**src/oesc_pkg.sv**
```systemverilog
// Constants for the oscillator enable and stability controller
package oesc_pkg;
   // ****************************************
   // Register byte offsets
   // ****************************************
   localparam logic [11:0] SYS_CTRL_ONE_OFS  = 12'h000;
   localparam logic [11:0] FAST_EXT_CTRL_OFS = 12'h004;
   localparam logic [11:0] FAST_RC_CTRL_OFS  = 12'h008;
   localparam logic [11:0] SLOW_EXT_CTRL_OFS = 12'h00C;
   // ****************************************
   // Field positions
   // ****************************************
   localparam int RC_EN_BIT     = 0;
   localparam int FAST_EN_BIT   = 1;
   localparam int SLOW_EN_BIT   = 2;
   localparam int LOCK_BIT      = 3;
   localparam int WAIT_LSB      = 0;
   localparam int DRIVE_LSB     = 2;
   localparam int FAST_MODE_BIT = 4;
   localparam int FAST_STB_BIT  = 5;
   localparam int DIV_LSB       = 0;
   localparam int RC_STB_BIT    = 5;
   localparam int AMP_LSB       = 4;
   localparam int SLOW_MODE_BIT = 6;
   localparam int SLOW_STB_BIT  = 7;
   // ****************************************
   // Reset values and divider code limit
   // ****************************************
   localparam logic [1:0] WAIT_RST   = 2'h2;
   localparam logic [1:0] DRIVE_RST  = 2'h0;
   localparam logic [1:0] AMP_RST    = 2'h0;
   localparam logic [3:0] DIV_RST    = 4'h3;
   localparam logic [3:0] DIV_MAX    = 4'h8;
   // ****************************************
   // Stability counts in oscillator edges
   // ****************************************
   localparam logic [18:0] FAST_CNT0 = 19'h02000;
   localparam logic [18:0] FAST_CNT1 = 19'h08000;
   localparam logic [18:0] FAST_CNT2 = 19'h20000;
   localparam logic [18:0] FAST_CNT3 = 19'h40000;
   localparam logic [18:0] SLOW_CNT0 = 19'h00100;
   localparam logic [18:0] SLOW_CNT1 = 19'h00400;
   localparam logic [18:0] SLOW_CNT2 = 19'h01000;
   localparam logic [18:0] SLOW_CNT3 = 19'h04000;
   localparam logic [18:0] RC_CNT    = 19'h00040;
   // ****************************************
   // Bus responses
   // ****************************************
   localparam logic [1:0] RESP_OKAY   = 2'h0;
   localparam logic [1:0] RESP_SLVERR = 2'h2;
endpackage

```
**src/oesc_ctrl.sv**
```systemverilog
// Oscillator enable, stability detection and internal clock divider
// Function
// - Fast external oscillator off until enabled
// - Fast stability counts 8192 to 262144 edges
// - Fast stable flag reads detection result
// - Internal RC runs at reset, stops on 0
// - RC stable flag zero until restart detected
// - RC divided by 1,2,4..16, default 6
// - Slow mode: 0 crystal, 1 clock input
// - Slow external oscillator off until enabled
// - Slow stability counts 256 to 16384 edges
// - Slow stable flag reads detection result
// - Lock blocks clearing slow oscillator enable
// - Lock inactive at reset, set by 1
// - Slow drive and amplitude, four levels each
// - Fast mode: 0 crystal, 1 clock input
// - Stable flag cleared off, set when stable
module oesc_ctrl
   import oesc_pkg::*;
#(
   parameter int unsigned STAB_SHIFT = 0
)
(
   // Clock and reset
   input  wire logic        aclk,
   input  wire logic        aresetn,
   // AXI4-Lite write
   input  wire logic [11:0] s_axi_awaddr,
   input  wire logic        s_axi_awvalid,
   output      logic        s_axi_awready,
   input  wire logic [31:0] s_axi_wdata,
   input  wire logic [3:0]  s_axi_wstrb,
   input  wire logic        s_axi_wvalid,
   output      logic        s_axi_wready,
   output      logic [1:0]  s_axi_bresp,
   output      logic        s_axi_bvalid,
   input  wire logic        s_axi_bready,
   // AXI4-Lite read
   input  wire logic [11:0] s_axi_araddr,
   input  wire logic        s_axi_arvalid,
   output      logic        s_axi_arready,
   output      logic [31:0] s_axi_rdata,
   output      logic [1:0]  s_axi_rresp,
   output      logic        s_axi_rvalid,
   input  wire logic        s_axi_rready,
   // Oscillator outputs seen by the monitor
   input  wire logic        fast_crystal_in_pin,
   input  wire logic        fast_int_rc_clk,
   input  wire logic        slow_crystal_in_pin,
   // Oscillator controls
   output      logic        fast_ext_osc_enable,
   output      logic        fast_ext_mode,
   output      logic [1:0]  fast_drive_strength,
   output      logic        fast_int_rc_enable,
   output      logic        slow_ext_osc_enable,
   output      logic        slow_ext_mode,
   output      logic [1:0]  slow_drive_strength,
   output      logic [1:0]  slow_amplitude_select,
   output      logic        divided_internal_clock
);
   // ****************************************
   // Helpers
   // ****************************************
   function automatic logic [18:0] thr_f(input logic [1:0] sel, input logic slow);
      logic [18:0] b;
      unique case (sel)
         2'h0:    b = slow ? SLOW_CNT0 : FAST_CNT0;
         2'h1:    b = slow ? SLOW_CNT1 : FAST_CNT1;
         2'h2:    b = slow ? SLOW_CNT2 : FAST_CNT2;
         default: b = slow ? SLOW_CNT3 : FAST_CNT3;
      endcase
      b = b >> STAB_SHIFT;
      return (b == 19'h0) ? 19'h1 : b;
   endfunction

   // Half period in RC edges; factor 1 is a straight pass
   function automatic logic [3:0] half_f(input logic [3:0] code);
      logic [3:0] c;
      c = (code > DIV_MAX) ? DIV_MAX : code;
      return (c == 4'h0) ? 4'h1 : c;
   endfunction

   // ****************************************
   // State
   // ****************************************
   logic        awready_q, awready_d, wready_q, wready_d;
   logic        bvalid_q, bvalid_d, arready_q, arready_d;
   logic        rvalid_q, rvalid_d;
   logic [1:0]  bresp_q, bresp_d, rresp_q, rresp_d;
   logic [31:0] rdata_q, rdata_d, wdat_q, wdat_d;
   logic [11:0] waddr_q, waddr_d;
   logic        aw_h_q, aw_h_d, w_h_q, w_h_d, wstb_q, wstb_d;
   logic        fe_en_q, fe_en_d, rc_en_q, rc_en_d, se_en_q, se_en_d;
   logic        lock_q, lock_d, fmode_q, fmode_d, smode_q, smode_d;
   logic [1:0]  fwait_q, fwait_d, fdrv_q, fdrv_d;
   logic [1:0]  swait_q, swait_d, sdrv_q, sdrv_d, samp_q, samp_d;
   logic [3:0]  div_q, div_d, dcnt_q, dcnt_d;
   logic        dclk_q, dclk_d;
   logic [2:0]  s1_q, s2_q, s3_q, stb_q, stb_d;
   logic [18:0] cnt_q [3];
   logic [18:0] cnt_d [3];
   logic [18:0] thr [3];
   logic [2:0]  en, edg;
   logic [31:0] rmux;

   // ****************************************
   // Input synchronisers
   // ****************************************
   always_ff @(posedge aclk)
   begin
      if (!aresetn)
      begin
         s1_q <= 3'h0;
         s2_q <= 3'h0;
         s3_q <= 3'h0;
      end
      else
      begin
         s1_q <= {slow_crystal_in_pin, fast_int_rc_clk, fast_crystal_in_pin};
         s2_q <= s1_q;
         s3_q <= s2_q;
      end
   end

   always_comb
   begin
      en   = {se_en_q, rc_en_q, fe_en_q};
      edg  = s2_q & ~s3_q;
      thr[0] = thr_f(fwait_q, 1'b0);
      thr[1] = RC_CNT;
      thr[2] = thr_f(swait_q, 1'b1);
      rmux = 32'h0;
      unique case (s_axi_araddr)
         SYS_CTRL_ONE_OFS:
         begin
            rmux[RC_EN_BIT]   = rc_en_q;
            rmux[FAST_EN_BIT] = fe_en_q;
            rmux[SLOW_EN_BIT] = se_en_q;
            rmux[LOCK_BIT]    = lock_q;
         end
         FAST_EXT_CTRL_OFS:
         begin
            rmux[WAIT_LSB+:2]   = fwait_q;
            rmux[DRIVE_LSB+:2]  = fdrv_q;
            rmux[FAST_MODE_BIT] = fmode_q;
            rmux[FAST_STB_BIT]  = stb_q[0];
         end
         FAST_RC_CTRL_OFS:
         begin
            rmux[DIV_LSB+:4]  = div_q;
            rmux[RC_STB_BIT]  = stb_q[1];
         end
         SLOW_EXT_CTRL_OFS:
         begin
            rmux[WAIT_LSB+:2]   = swait_q;
            rmux[DRIVE_LSB+:2]  = sdrv_q;
            rmux[AMP_LSB+:2]    = samp_q;
            rmux[SLOW_MODE_BIT] = smode_q;
            rmux[SLOW_STB_BIT]  = stb_q[2];
         end
         default: rmux = 32'h0;
      endcase
   end

   // ****************************************
   // Next state
   // ****************************************
   always_comb
   begin
      {aw_h_d, w_h_d, waddr_d, wdat_d, wstb_d} = {aw_h_q, w_h_q, waddr_q, wdat_q, wstb_q};
      {bvalid_d, bresp_d, rvalid_d, rresp_d, rdata_d} =
         {bvalid_q, bresp_q, rvalid_q, rresp_q, rdata_q};
      {fe_en_d, rc_en_d, se_en_d, lock_d} = {fe_en_q, rc_en_q, se_en_q, lock_q};
      {fwait_d, fdrv_d, fmode_d, div_d} = {fwait_q, fdrv_q, fmode_q, div_q};
      {swait_d, sdrv_d, samp_d, smode_d} = {swait_q, sdrv_q, samp_q, smode_q};
      if (s_axi_awvalid && awready_q)
      begin
         aw_h_d  = 1'b1;
         waddr_d = s_axi_awaddr;
      end
      if (s_axi_wvalid && wready_q)
      begin
         w_h_d  = 1'b1;
         wdat_d = s_axi_wdata;
         wstb_d = s_axi_wstrb[0];
      end
      if (bvalid_q && s_axi_bready)
         bvalid_d = 1'b0;
      // One write at a time: the response must drain first
      if (aw_h_d && w_h_d && !bvalid_q)
      begin
         aw_h_d   = 1'b0;
         w_h_d    = 1'b0;
         bvalid_d = 1'b1;
         bresp_d  = RESP_OKAY;
         unique case (waddr_d)
            SYS_CTRL_ONE_OFS:
            if (wstb_d)
            begin
               rc_en_d = wdat_d[RC_EN_BIT];
               fe_en_d = wdat_d[FAST_EN_BIT];
               if (wdat_d[SLOW_EN_BIT] || !lock_q)
                  se_en_d = wdat_d[SLOW_EN_BIT];
               if (wdat_d[LOCK_BIT])
                  lock_d = 1'b1;
            end
            FAST_EXT_CTRL_OFS:
            if (wstb_d)
            begin
               fwait_d = wdat_d[WAIT_LSB+:2];
               fdrv_d  = wdat_d[DRIVE_LSB+:2];
               fmode_d = wdat_d[FAST_MODE_BIT];
            end
            FAST_RC_CTRL_OFS:
            if (wstb_d)
               div_d = wdat_d[DIV_LSB+:4];
            SLOW_EXT_CTRL_OFS:
            if (wstb_d)
            begin
               swait_d = wdat_d[WAIT_LSB+:2];
               sdrv_d  = wdat_d[DRIVE_LSB+:2];
               samp_d  = wdat_d[AMP_LSB+:2];
               smode_d = wdat_d[SLOW_MODE_BIT];
            end
            default: bresp_d = RESP_SLVERR;
         endcase
      end
      awready_d = !aw_h_d && !bvalid_d;
      wready_d  = !w_h_d && !bvalid_d;
      if (rvalid_q && s_axi_rready)
         rvalid_d = 1'b0;
      if (s_axi_arvalid && arready_q)
      begin
         rvalid_d = 1'b1;
         rdata_d  = rmux;
         rresp_d  = (rmux == 32'h0 && s_axi_araddr > SLOW_EXT_CTRL_OFS) ||
                    (s_axi_araddr[1:0] != 2'h0) ? RESP_SLVERR : RESP_OKAY;
      end
      arready_d = !rvalid_d;
      // Stability counters, cleared whenever the oscillator is off
      for (int i = 0; i < 3; i++)
      begin
         if (!en[i])
            cnt_d[i] = 19'h0;
         else if (edg[i] && cnt_q[i] < thr[i])
            cnt_d[i] = cnt_q[i] + 19'h1;
         else
            cnt_d[i] = cnt_q[i];
         stb_d[i] = en[i] && (cnt_d[i] >= thr[i]);
      end
      // Divider held low while the RC is off, so a restart begins on a full phase
      dcnt_d = dcnt_q;
      dclk_d = dclk_q;
      if (!rc_en_q)
      begin
         dcnt_d = 4'h0;
         dclk_d = 1'b0;
      end
      else if (div_q == 4'h0)
         dclk_d = s2_q[1];
      else if (edg[1])
      begin
         if (dcnt_q >= half_f(div_q) - 4'h1)
         begin
            dcnt_d = 4'h0;
            dclk_d = !dclk_q;
         end
         else
            dcnt_d = dcnt_q + 4'h1;
      end
   end

   // ****************************************
   // Registers
   // ****************************************
   always_ff @(posedge aclk)
   begin
      if (!aresetn)
      begin
         {awready_q, wready_q, bvalid_q, arready_q, rvalid_q} <= 5'h0;
         {bresp_q, rresp_q} <= 4'h0;
         {rdata_q, wdat_q} <= 64'h0;
         {aw_h_q, w_h_q, wstb_q} <= 3'h0;
         waddr_q <= 12'h000;
         {fe_en_q, se_en_q, lock_q} <= 3'h0;
         rc_en_q <= 1'b1;
         {fmode_q, smode_q} <= 2'h0;
         {fwait_q, swait_q} <= {WAIT_RST, WAIT_RST};
         {fdrv_q, sdrv_q, samp_q} <= {DRIVE_RST, DRIVE_RST, AMP_RST};
         div_q <= DIV_RST;
         {dcnt_q, dclk_q} <= 5'h00;
         stb_q <= 3'h0;
         for (int i = 0; i < 3; i++)
            cnt_q[i] <= 19'h0;
      end
      else
      begin
         {awready_q, wready_q, bvalid_q, arready_q, rvalid_q} <=
            {awready_d, wready_d, bvalid_d, arready_d, rvalid_d};
         {bresp_q, rresp_q} <= {bresp_d, rresp_d};
         {rdata_q, wdat_q} <= {rdata_d, wdat_d};
         {aw_h_q, w_h_q, wstb_q} <= {aw_h_d, w_h_d, wstb_d};
         waddr_q <= waddr_d;
         {fe_en_q, rc_en_q, se_en_q, lock_q} <= {fe_en_d, rc_en_d, se_en_d, lock_d};
         {fmode_q, smode_q} <= {fmode_d, smode_d};
         {fwait_q, swait_q} <= {fwait_d, swait_d};
         {fdrv_q, sdrv_q, samp_q} <= {fdrv_d, sdrv_d, samp_d};
         div_q <= div_d;
         {dcnt_q, dclk_q} <= {dcnt_d, dclk_d};
         stb_q <= stb_d;
         for (int i = 0; i < 3; i++)
            cnt_q[i] <= cnt_d[i];
      end
   end

   assign s_axi_awready          = awready_q;
   assign s_axi_wready           = wready_q;
   assign s_axi_bvalid           = bvalid_q;
   assign s_axi_bresp            = bresp_q;
   assign s_axi_arready          = arready_q;
   assign s_axi_rvalid           = rvalid_q;
   assign s_axi_rdata            = rdata_q;
   assign s_axi_rresp            = rresp_q;
   assign fast_ext_osc_enable    = fe_en_q;
   assign fast_ext_mode          = fmode_q;
   assign fast_drive_strength    = fdrv_q;
   assign fast_int_rc_enable     = rc_en_q;
   assign slow_ext_osc_enable    = se_en_q;
   assign slow_ext_mode          = smode_q;
   assign slow_drive_strength    = sdrv_q;
   assign slow_amplitude_select  = samp_q;
   assign divided_internal_clock = dclk_q;
endmodule

```
**config.mk**
```make
export PLATFORM = sky130hd
export DESIGN_NAME = oesc_ctrl
export DESIGN_NICKNAME = d
export VERILOG_FILES = /design/src/oesc_pkg.sv /design/src/oesc_ctrl.sv
export SDC_FILE = /design/constraint.sdc
export NUM_CORES = 1
export LEC_CHECK = 0
export BUFFER_PORTS_ARGS = -buffer_cell sky130_fd_sc_hd__buf_2
export CORE_UTILIZATION = 50
export CTS_CLUSTER_DIAMETER = 100
export DETAILED_ROUTE_END_ITERATION = 12
export GPL_TIMING_DRIVEN = 1
export HOLD_SLACK_MARGIN = 0.1
export PLACE_DENSITY = 0.87
export SLEW_MARGIN = 20
export SYNTH_ARGS = -nofsm -noshare
export SYNTH_HDL_FRONTEND = slang
export SYNTH_SLANG_ARGS = --single-unit
```
**constraint.sdc**
```tcl
create_clock -name aclk -period 3.6 [get_ports aclk]
set_clock_uncertainty 0.05 [all_clocks]
set_input_delay 0.18 -clock aclk [delete_from_list [all_inputs] [get_ports aclk]]
set_output_delay 0.18 -clock aclk [all_outputs]
set_load 0.05 [all_outputs]
```
* After elaboration in Yosys (flattened, before gate mapping)
Memories as Yosys holds them, arrays and structs flattened.
Cells that the tools add are included.
** Cells by class
- Eq/ne operators :: 10
- $add $sub $neg :: 5
- Magnitude comparators :: 9
- Muxes and demuxes :: 38
- Reduce and logical (&&, ||, !) cells :: 47
- Bitwise gates (word level) :: 6
** Operators by type and width (number)
- $mux W19 :: 11
- $add A19 B1 Y19 const B :: 3
- $pmux W19 S3 :: 1
- $eq A12 B4 Y1 const B :: 4
- $pmux W15 S3 :: 1
- $ge A19 B19 Y1 :: 2
- $logic_not A19 Y1 :: 2
- $lt A19 B19 Y1 :: 2
- $logic_not A32 Y1 :: 1
- $eq A12 B3 Y1 const B :: 2
- $logic_not A12 Y1 :: 2
- $ge A19 B7 Y1 const B :: 1
- $lt A19 B7 Y1 const B :: 1
- $logic_and A1 B1 Y1 :: 16
- $pmux W4 S4 :: 1
- $mux W1 :: 14
- $gt A12 B4 Y1 const B :: 1
- $mux W12 :: 1
- $mux W4 :: 3
- $reduce_and A3 Y1 :: 4
- $logic_not A4 Y1 :: 2
- $reduce_and A4 Y1 :: 2
- $logic_not A1 Y1 :: 7
- $mux W7 :: 1
- 18 further kinds :: 30
** Storage, ports and cells
- Output and inout bits :: 53
- Memories :: 1
- RAM bits :: 57
- Register bits after elaboration :: 76
** Memories
- cnt_q :: depth 3, width 19, read ports 3, clocked after memory_dff 0, wr ports 3, line oesc_ctrl.sv:100 : logic [18:0] cnt_q [3];

* Depth between registers and ports, before layout
- Depth in word-level cells :: 10
- Gate-level depth with buffers :: 15
- Gate-level depth less buffers :: 14

* Worst setup path after synthesis
Ideal clock, no wire load.
- Path type :: reg2reg
- Start point :: register swait_q[0]
- End point :: register stb_q[2]
- Buffers on the path :: 1
- Period minus slack after synthesis :: 3413 ps
- Stages on the path, launching flop included :: 16
- Library setup time :: 130 ps
- Path slack :: 187 ps
- Data arrival time :: 3233 ps
- Required time :: 3420 ps
- Cells stage by stage :: dfxtp_1 -> or2_2 -> ha_1 -> o31ai_4 -> a2111oi_4 -> or4_1 -> buf_2 -> nor2_1 -> xor2_1 -> and2_1 -> ha_1 -> nand2b_1 -> mux2i_1 -> o31a_1 -> a211oi_2 -> o22ai_1
** RTL lines
- start, declared :: line oesc_ctrl.sv:96 : logic [1:0] swait_q, swait_d, sdrv_q, sdrv_d, samp_q, samp_d;
- start signal, assigned :: line oesc_ctrl.sv:288 : {fwait_q, swait_q} <= {WAIT_RST, WAIT_RST};
- start signal, assigned :: line oesc_ctrl.sv:306 : {fwait_q, swait_q} <= {fwait_d, swait_d};
- end signal, assigned :: line oesc_ctrl.sv:310 : stb_q <= stb_d;
- end, declared :: line oesc_ctrl.sv:99 : logic [2:0] s1_q, s2_q, s3_q, stb_q, stb_d;

==> metrics.txt <==
# TYPE chip_impl_metric gauge
chip_impl_metric{name="largest_net_degree_at_the_start_of_global_routing",unit=""} 31
chip_impl_info{name="min-delay-path-class",value="in2reg"} 1
chip_impl_metric{name="clkPwrFrac",unit=""} 0.498
chip_impl_metric{name="cts-htree-levels",unit=""} 4
chip_impl_metric{name="netlist.area_leader.share",unit=""} 0.4048
chip_impl_info{name="synth-main-ff-cell",value="sky130_fd_sc_hd__dfxtp_1"} 1
chip_impl_metric{name="cts_buffers",unit=""} 17
chip_impl_metric{name="synthDistinctLibCells",unit=""} 66
chip_impl_info{name="leading_post_synthesis_cells_by_cell_area",value="sky130_fd_sc_hd__dfxtp_1, sky130_fd_sc_hd__nor2_1, sky130_fd_sc_hd__ha_1"} 1
chip_impl_metric{name="core_area",unit="mm2"} 0.01262
chip_impl_metric{name="fin_nets",unit=""} 919
chip_impl_info{name="cts_tree",value="yes"} 1
chip_impl_metric{name="initial_core_util",unit=""} 0.5134
chip_impl_metric{name="antenna-diode-count",unit=""} 0
chip_impl_metric{name="syn_inst",unit=""} 735
chip_impl_metric{name="post_layout_min_period",unit="ns"} 3.456
chip_impl_metric{name="fmax",unit="MHz"} 289.3
chip_impl_metric{name="leakagePower",unit="nW"} 3.147
chip_impl_metric{name="clock_sinks",unit=""} 131
chip_impl_metric{name="synth_edf_count",unit=""} 0
chip_impl_metric{name="p_sw",unit="W"} 0.0008502
chip_impl_metric{name="filler_cell_count",unit=""} 992
chip_impl_metric{name="mappedNetlistArea",unit="mm2"} 0.006479
chip_impl_metric{name="combPwrFrac",unit=""} 0.077
chip_impl_metric{name="max_cap_viol_count",unit=""} 0
chip_impl_info{name="critPathCaptureType",value="flip-flop"} 1
chip_impl_info{name="critPathKind",value="reg2reg"} 1
chip_impl_info{name="outcome",value="completed"} 1
chip_impl_metric{name="drt_iter0_drc",unit=""} 451
chip_impl_metric{name="seqPwrFrac",unit=""} 0.426
chip_impl_info{name="synth.most_common_cell",value="sky130_fd_sc_hd__dfxtp_1"} 1
chip_impl_info{name="synth_common_cells",value="sky130_fd_sc_hd__dfxtp_1, sky130_fd_sc_hd__nor2_1, sky130_fd_sc_hd__nand2_1, sky130_fd_sc_hd__a21oi_1, sky130_fd_sc_hd__ha_1"} 1
chip_impl_metric{name="clkSlewWorstSetupHoldPaths",unit="ns"} 0.06
chip_impl_metric{name="fp.dieW",unit="um"} 115.8
chip_impl_metric{name="grt.total_usage",unit=""} 0.2389
chip_impl_metric{name="place.port_buffers",unit=""} 68
chip_impl_metric{name="post_drt_wl_per_cell",unit="um"} 15.38
chip_impl_metric{name="relSlewSlack",unit=""} 0.4686
chip_impl_metric{name="yosysWarnings",unit=""} 0
chip_impl_metric{name="crit_fanout",unit=""} 6
chip_impl_metric{name="fin_crit_sh",unit=""} 0.9600
chip_impl_metric{name="asyncSetResetFlopFracSynth",unit=""} 0
chip_impl_info{name="cp-start-kind",value="flip-flop"} 1
chip_impl_metric{name="antenna_found_initial",unit=""} 0
chip_impl_metric{name="critical_path_arrival",unit="ns"} 3.69
chip_impl_metric{name="setup_viol_count_final",unit=""} 0
chip_impl_metric{name="synth_area_per_cell",unit="um2"} 8.815
chip_impl_metric{name="placement.setup.worst_slack",unit="ns"} 0.05386
chip_impl_metric{name="worstSkewPairLatency",unit="ns"} 0.42
chip_impl_info{name="post-synth-top-area-cell",value="sky130_fd_sc_hd__dfxtp_1"} 1
chip_impl_metric{name="detail-route-antenna-nets",unit=""} 0
chip_impl_metric{name="finalWorstSetupSlack",unit="ns"} 0.1438
chip_impl_metric{name="clock_path_buffers",unit=""} 2
chip_impl_metric{name="report.final.hold_viol_count",unit=""} 0
chip_impl_metric{name="syn2layout_area_growth",unit="%"} 19.10
chip_impl_metric{name="synth.yosys.seq_area_share",unit=""} 0.4048
chip_impl_metric{name="detail_route.first_pass.iterations",unit=""} 5
chip_impl_metric{name="ir_worst_vdd",unit="mV"} 0.3086
chip_impl_metric{name="first_global_vias",unit=""} 5265
chip_impl_metric{name="number_of_standard_cell_rows_in_the_floorplan",unit=""} 41
chip_impl_info{name="clock_tree.root_cell",value="sky130_fd_sc_hd__clkbuf_16"} 1
chip_impl_metric{name="wl",unit="um"} 15490
chip_impl_metric{name="wire_length_of_the_first_global_routing_pass",unit="um"} 25130
chip_impl_metric{name="drt-vias-per-instance",unit=""} 5.634
chip_impl_metric{name="slew_violations",unit=""} 0
chip_impl_metric{name="design.die.area",unit="mm2"} 0.01342
chip_impl_metric{name="layout.core_utilization",unit=""} 0.6114
chip_impl_metric{name="grt_overflow_total",unit=""} 0
chip_impl_metric{name="detailedPlacementHpwl",unit="um"} 9812
chip_impl_metric{name="cp_data_required_time",unit="ns"} 3.83
chip_impl_metric{name="total_power",unit="W"} 0.003504
chip_impl_metric{name="floorplan.io_pins",unit=""} 123
chip_impl_metric{name="die_height",unit="um"} 115.8
chip_impl_metric{name="tightest_slew",unit="ns"} 0.7960
chip_impl_metric{name="ys_ff_latch",unit=""} 131
chip_impl_metric{name="gp_congestion",unit=""} 0.8382
chip_impl_metric{name="routed_vias",unit=""} 5673
chip_impl_metric{name="drc",unit=""} 0
chip_impl_metric{name="internal_power",unit="W"} 0.002654
chip_impl_metric{name="drive_gt1_frac",unit=""} 0.1725
chip_impl_metric{name="post-place-cells",unit=""} 954
chip_impl_metric{name="final.setup.tns",unit="ns"} 0
chip_impl_metric{name="cellPowerDensity",unit="mW/mm2"} 454.1
chip_impl_metric{name="power.switching_fraction",unit=""} 0.2426
chip_impl_metric{name="stdcell_count",unit=""} 1007
## registers in the layout, indices dropped and copies added (netlist names), 2 cells and up
register / count
stb_q: 3
div_q: 4
slow_drive_strength: 2
s2_q: 3
s_axi_rdata: 8
slow_amplitude_select: 2
waddr_q: 12
s3_q: 3
s1_q: 3
wdat_q: 7
dcnt_q: 4
cnt_q: 57
fast_drive_strength: 2
fwait_q: 2
swait_q: 2
## critical path, stage by stage, from the launching register on
cell and delay, ns:
sky130_fd_sc_hd__dfxtp_1 0.36, sky130_fd_sc_hd__or2_2 0.35, sky130_fd_sc_hd__ha_4 0.23, sky130_fd_sc_hd__o31ai_4 0.28
sky130_fd_sc_hd__a2111oi_4 0.11, sky130_fd_sc_hd__or4_4 0.46, sky130_fd_sc_hd__nand2b_1 0.19, sky130_fd_sc_hd__xnor2_1 0.15
sky130_fd_sc_hd__and2_1 0.17, sky130_fd_sc_hd__ha_1 0.33, sky130_fd_sc_hd__o311ai_0 0.11, sky130_fd_sc_hd__a21oi_1 0.11
sky130_fd_sc_hd__a211oi_2 0.31, sky130_fd_sc_hd__o22ai_1 0.11
## cells by family (layout without fill, tap and decap cells)
group,Yosys count,in the layout,synth area share
multiplexers,31,31,0.05736
adder cells (fa/ha/maj),27,27,0.05214
other,2,29,0.001159
AND/OR/NAND/NOR,337,337,0.2710
XOR/XNOR,34,34,0.04596
flip-flops,131,131,0.4048
buffers and inverters,68,141,0.05736
AO/OA/AOI/OAI,105,105,0.1103
## cell usage in the layout, fill, tap and decap left out, types with 5 or more instances in the layout
master	count
sky130_fd_sc_hd__xor2_1	20
sky130_fd_sc_hd__and2_1	21
sky130_fd_sc_hd__mux2i_1	20
sky130_fd_sc_hd__a21oi_1	39
sky130_fd_sc_hd__nor2_1	96
sky130_fd_sc_hd__a211oi_1	9
sky130_fd_sc_hd__nand2b_1	14
sky130_fd_sc_hd__mux2_2	6
sky130_fd_sc_hd__nor3b_1	5
sky130_fd_sc_hd__buf_4	11
sky130_fd_sc_hd__xnor2_1	14
sky130_fd_sc_hd__dfxtp_1	131
sky130_fd_sc_hd__clkbuf_16	17
sky130_fd_sc_hd__a21o_1	6
sky130_fd_sc_hd__nand3_1	25
sky130_fd_sc_hd__buf_2	68
sky130_fd_sc_hd__nor2b_1	6
sky130_fd_sc_hd__conb_1	29
sky130_fd_sc_hd__and3_1	26
sky130_fd_sc_hd__o21ai_0	16
sky130_fd_sc_hd__nand4_1	10
sky130_fd_sc_hd__ha_1	26
sky130_fd_sc_hd__or3_1	6
sky130_fd_sc_hd__inv_1	10
sky130_fd_sc_hd__nor4_1	17
sky130_fd_sc_hd__nand2_1	66
sky130_fd_sc_hd__dlygate4sd3_1	20
sky130_fd_sc_hd__nor3_1	15
## per-layer routing
metal  wire length, um  GRT usage  vias to the layer above
met5                 0          0                        -
met1              6718     0.2957                     2658
li1                  -          -                     2714
met2              7486     0.4071                      251
met3               864    0.04812                       50
met4               419    0.09573                        0
## metrics by stage
step / cell area, um2 / hold WS (ns)
5_1_grt: 7716 / 0.1295
3_5_place_dp: 6877 / 0.3395
2_1_floorplan: 6580 / 0.2573
6_report: 7716 / 0.1181
3_3_place_gp: 6877 / 0.3373
4_1_cts: 7689 / 0.1010
## power groups by stage
stage	registers, W	clock network [W]	logic [W]
3_5_place_dp	0.00152	0	0.000243
2_1_floorplan	0.00154	0	0.000185
4_1_cts	0.00149	0.00175	0.000263
3_3_place_gp	0.00152	0	0.000239
6_report	0.00149	0.00174	0.000269
5_1_grt	0.00149	0.00182	0.000288
## layout make-up
class,count,area (um2),share of cell area
clock buffers,22,484.2,0.06275
clock inverters,10,123.9,0.01605
inverters,10,37.54,0.004865
multi-input cells,563,3610,0.4678
flip-flops and latches,131,2623,0.3399
well taps,172,215.2,0.02789
repair buffers,99,623.1,0.08075
## path summary, 6_finish.rpt
kind / startpoint / endpoint / slack (ns) / depth (start not counted)
worst max register to register: swait_q[1] / stb_q[2] / 0.14 / 13
worst min register to register: s1_q[1] / s2_q[1] / 0.39 / 1
worst max-delay path: swait_q[1] / stb_q[2] / 0.14 / 13
worst min-delay path: s_axi_wstrb[0] / wstb_q / 0.12 / 3
## what timing repair did
| item | in CTS | in global routing |
|---|---|---|
| pin swaps | 0 | 4 |
| endpoints found under the setup margin | 1 | 2 |
| hold buffers | 20 | 0 |
| setup buffers | 0 | 1 |
| gates resized for setup | 1 | 3 |
| hold endpoints to repair | 22 | 0 |
(Power assumes the default switching activity.)
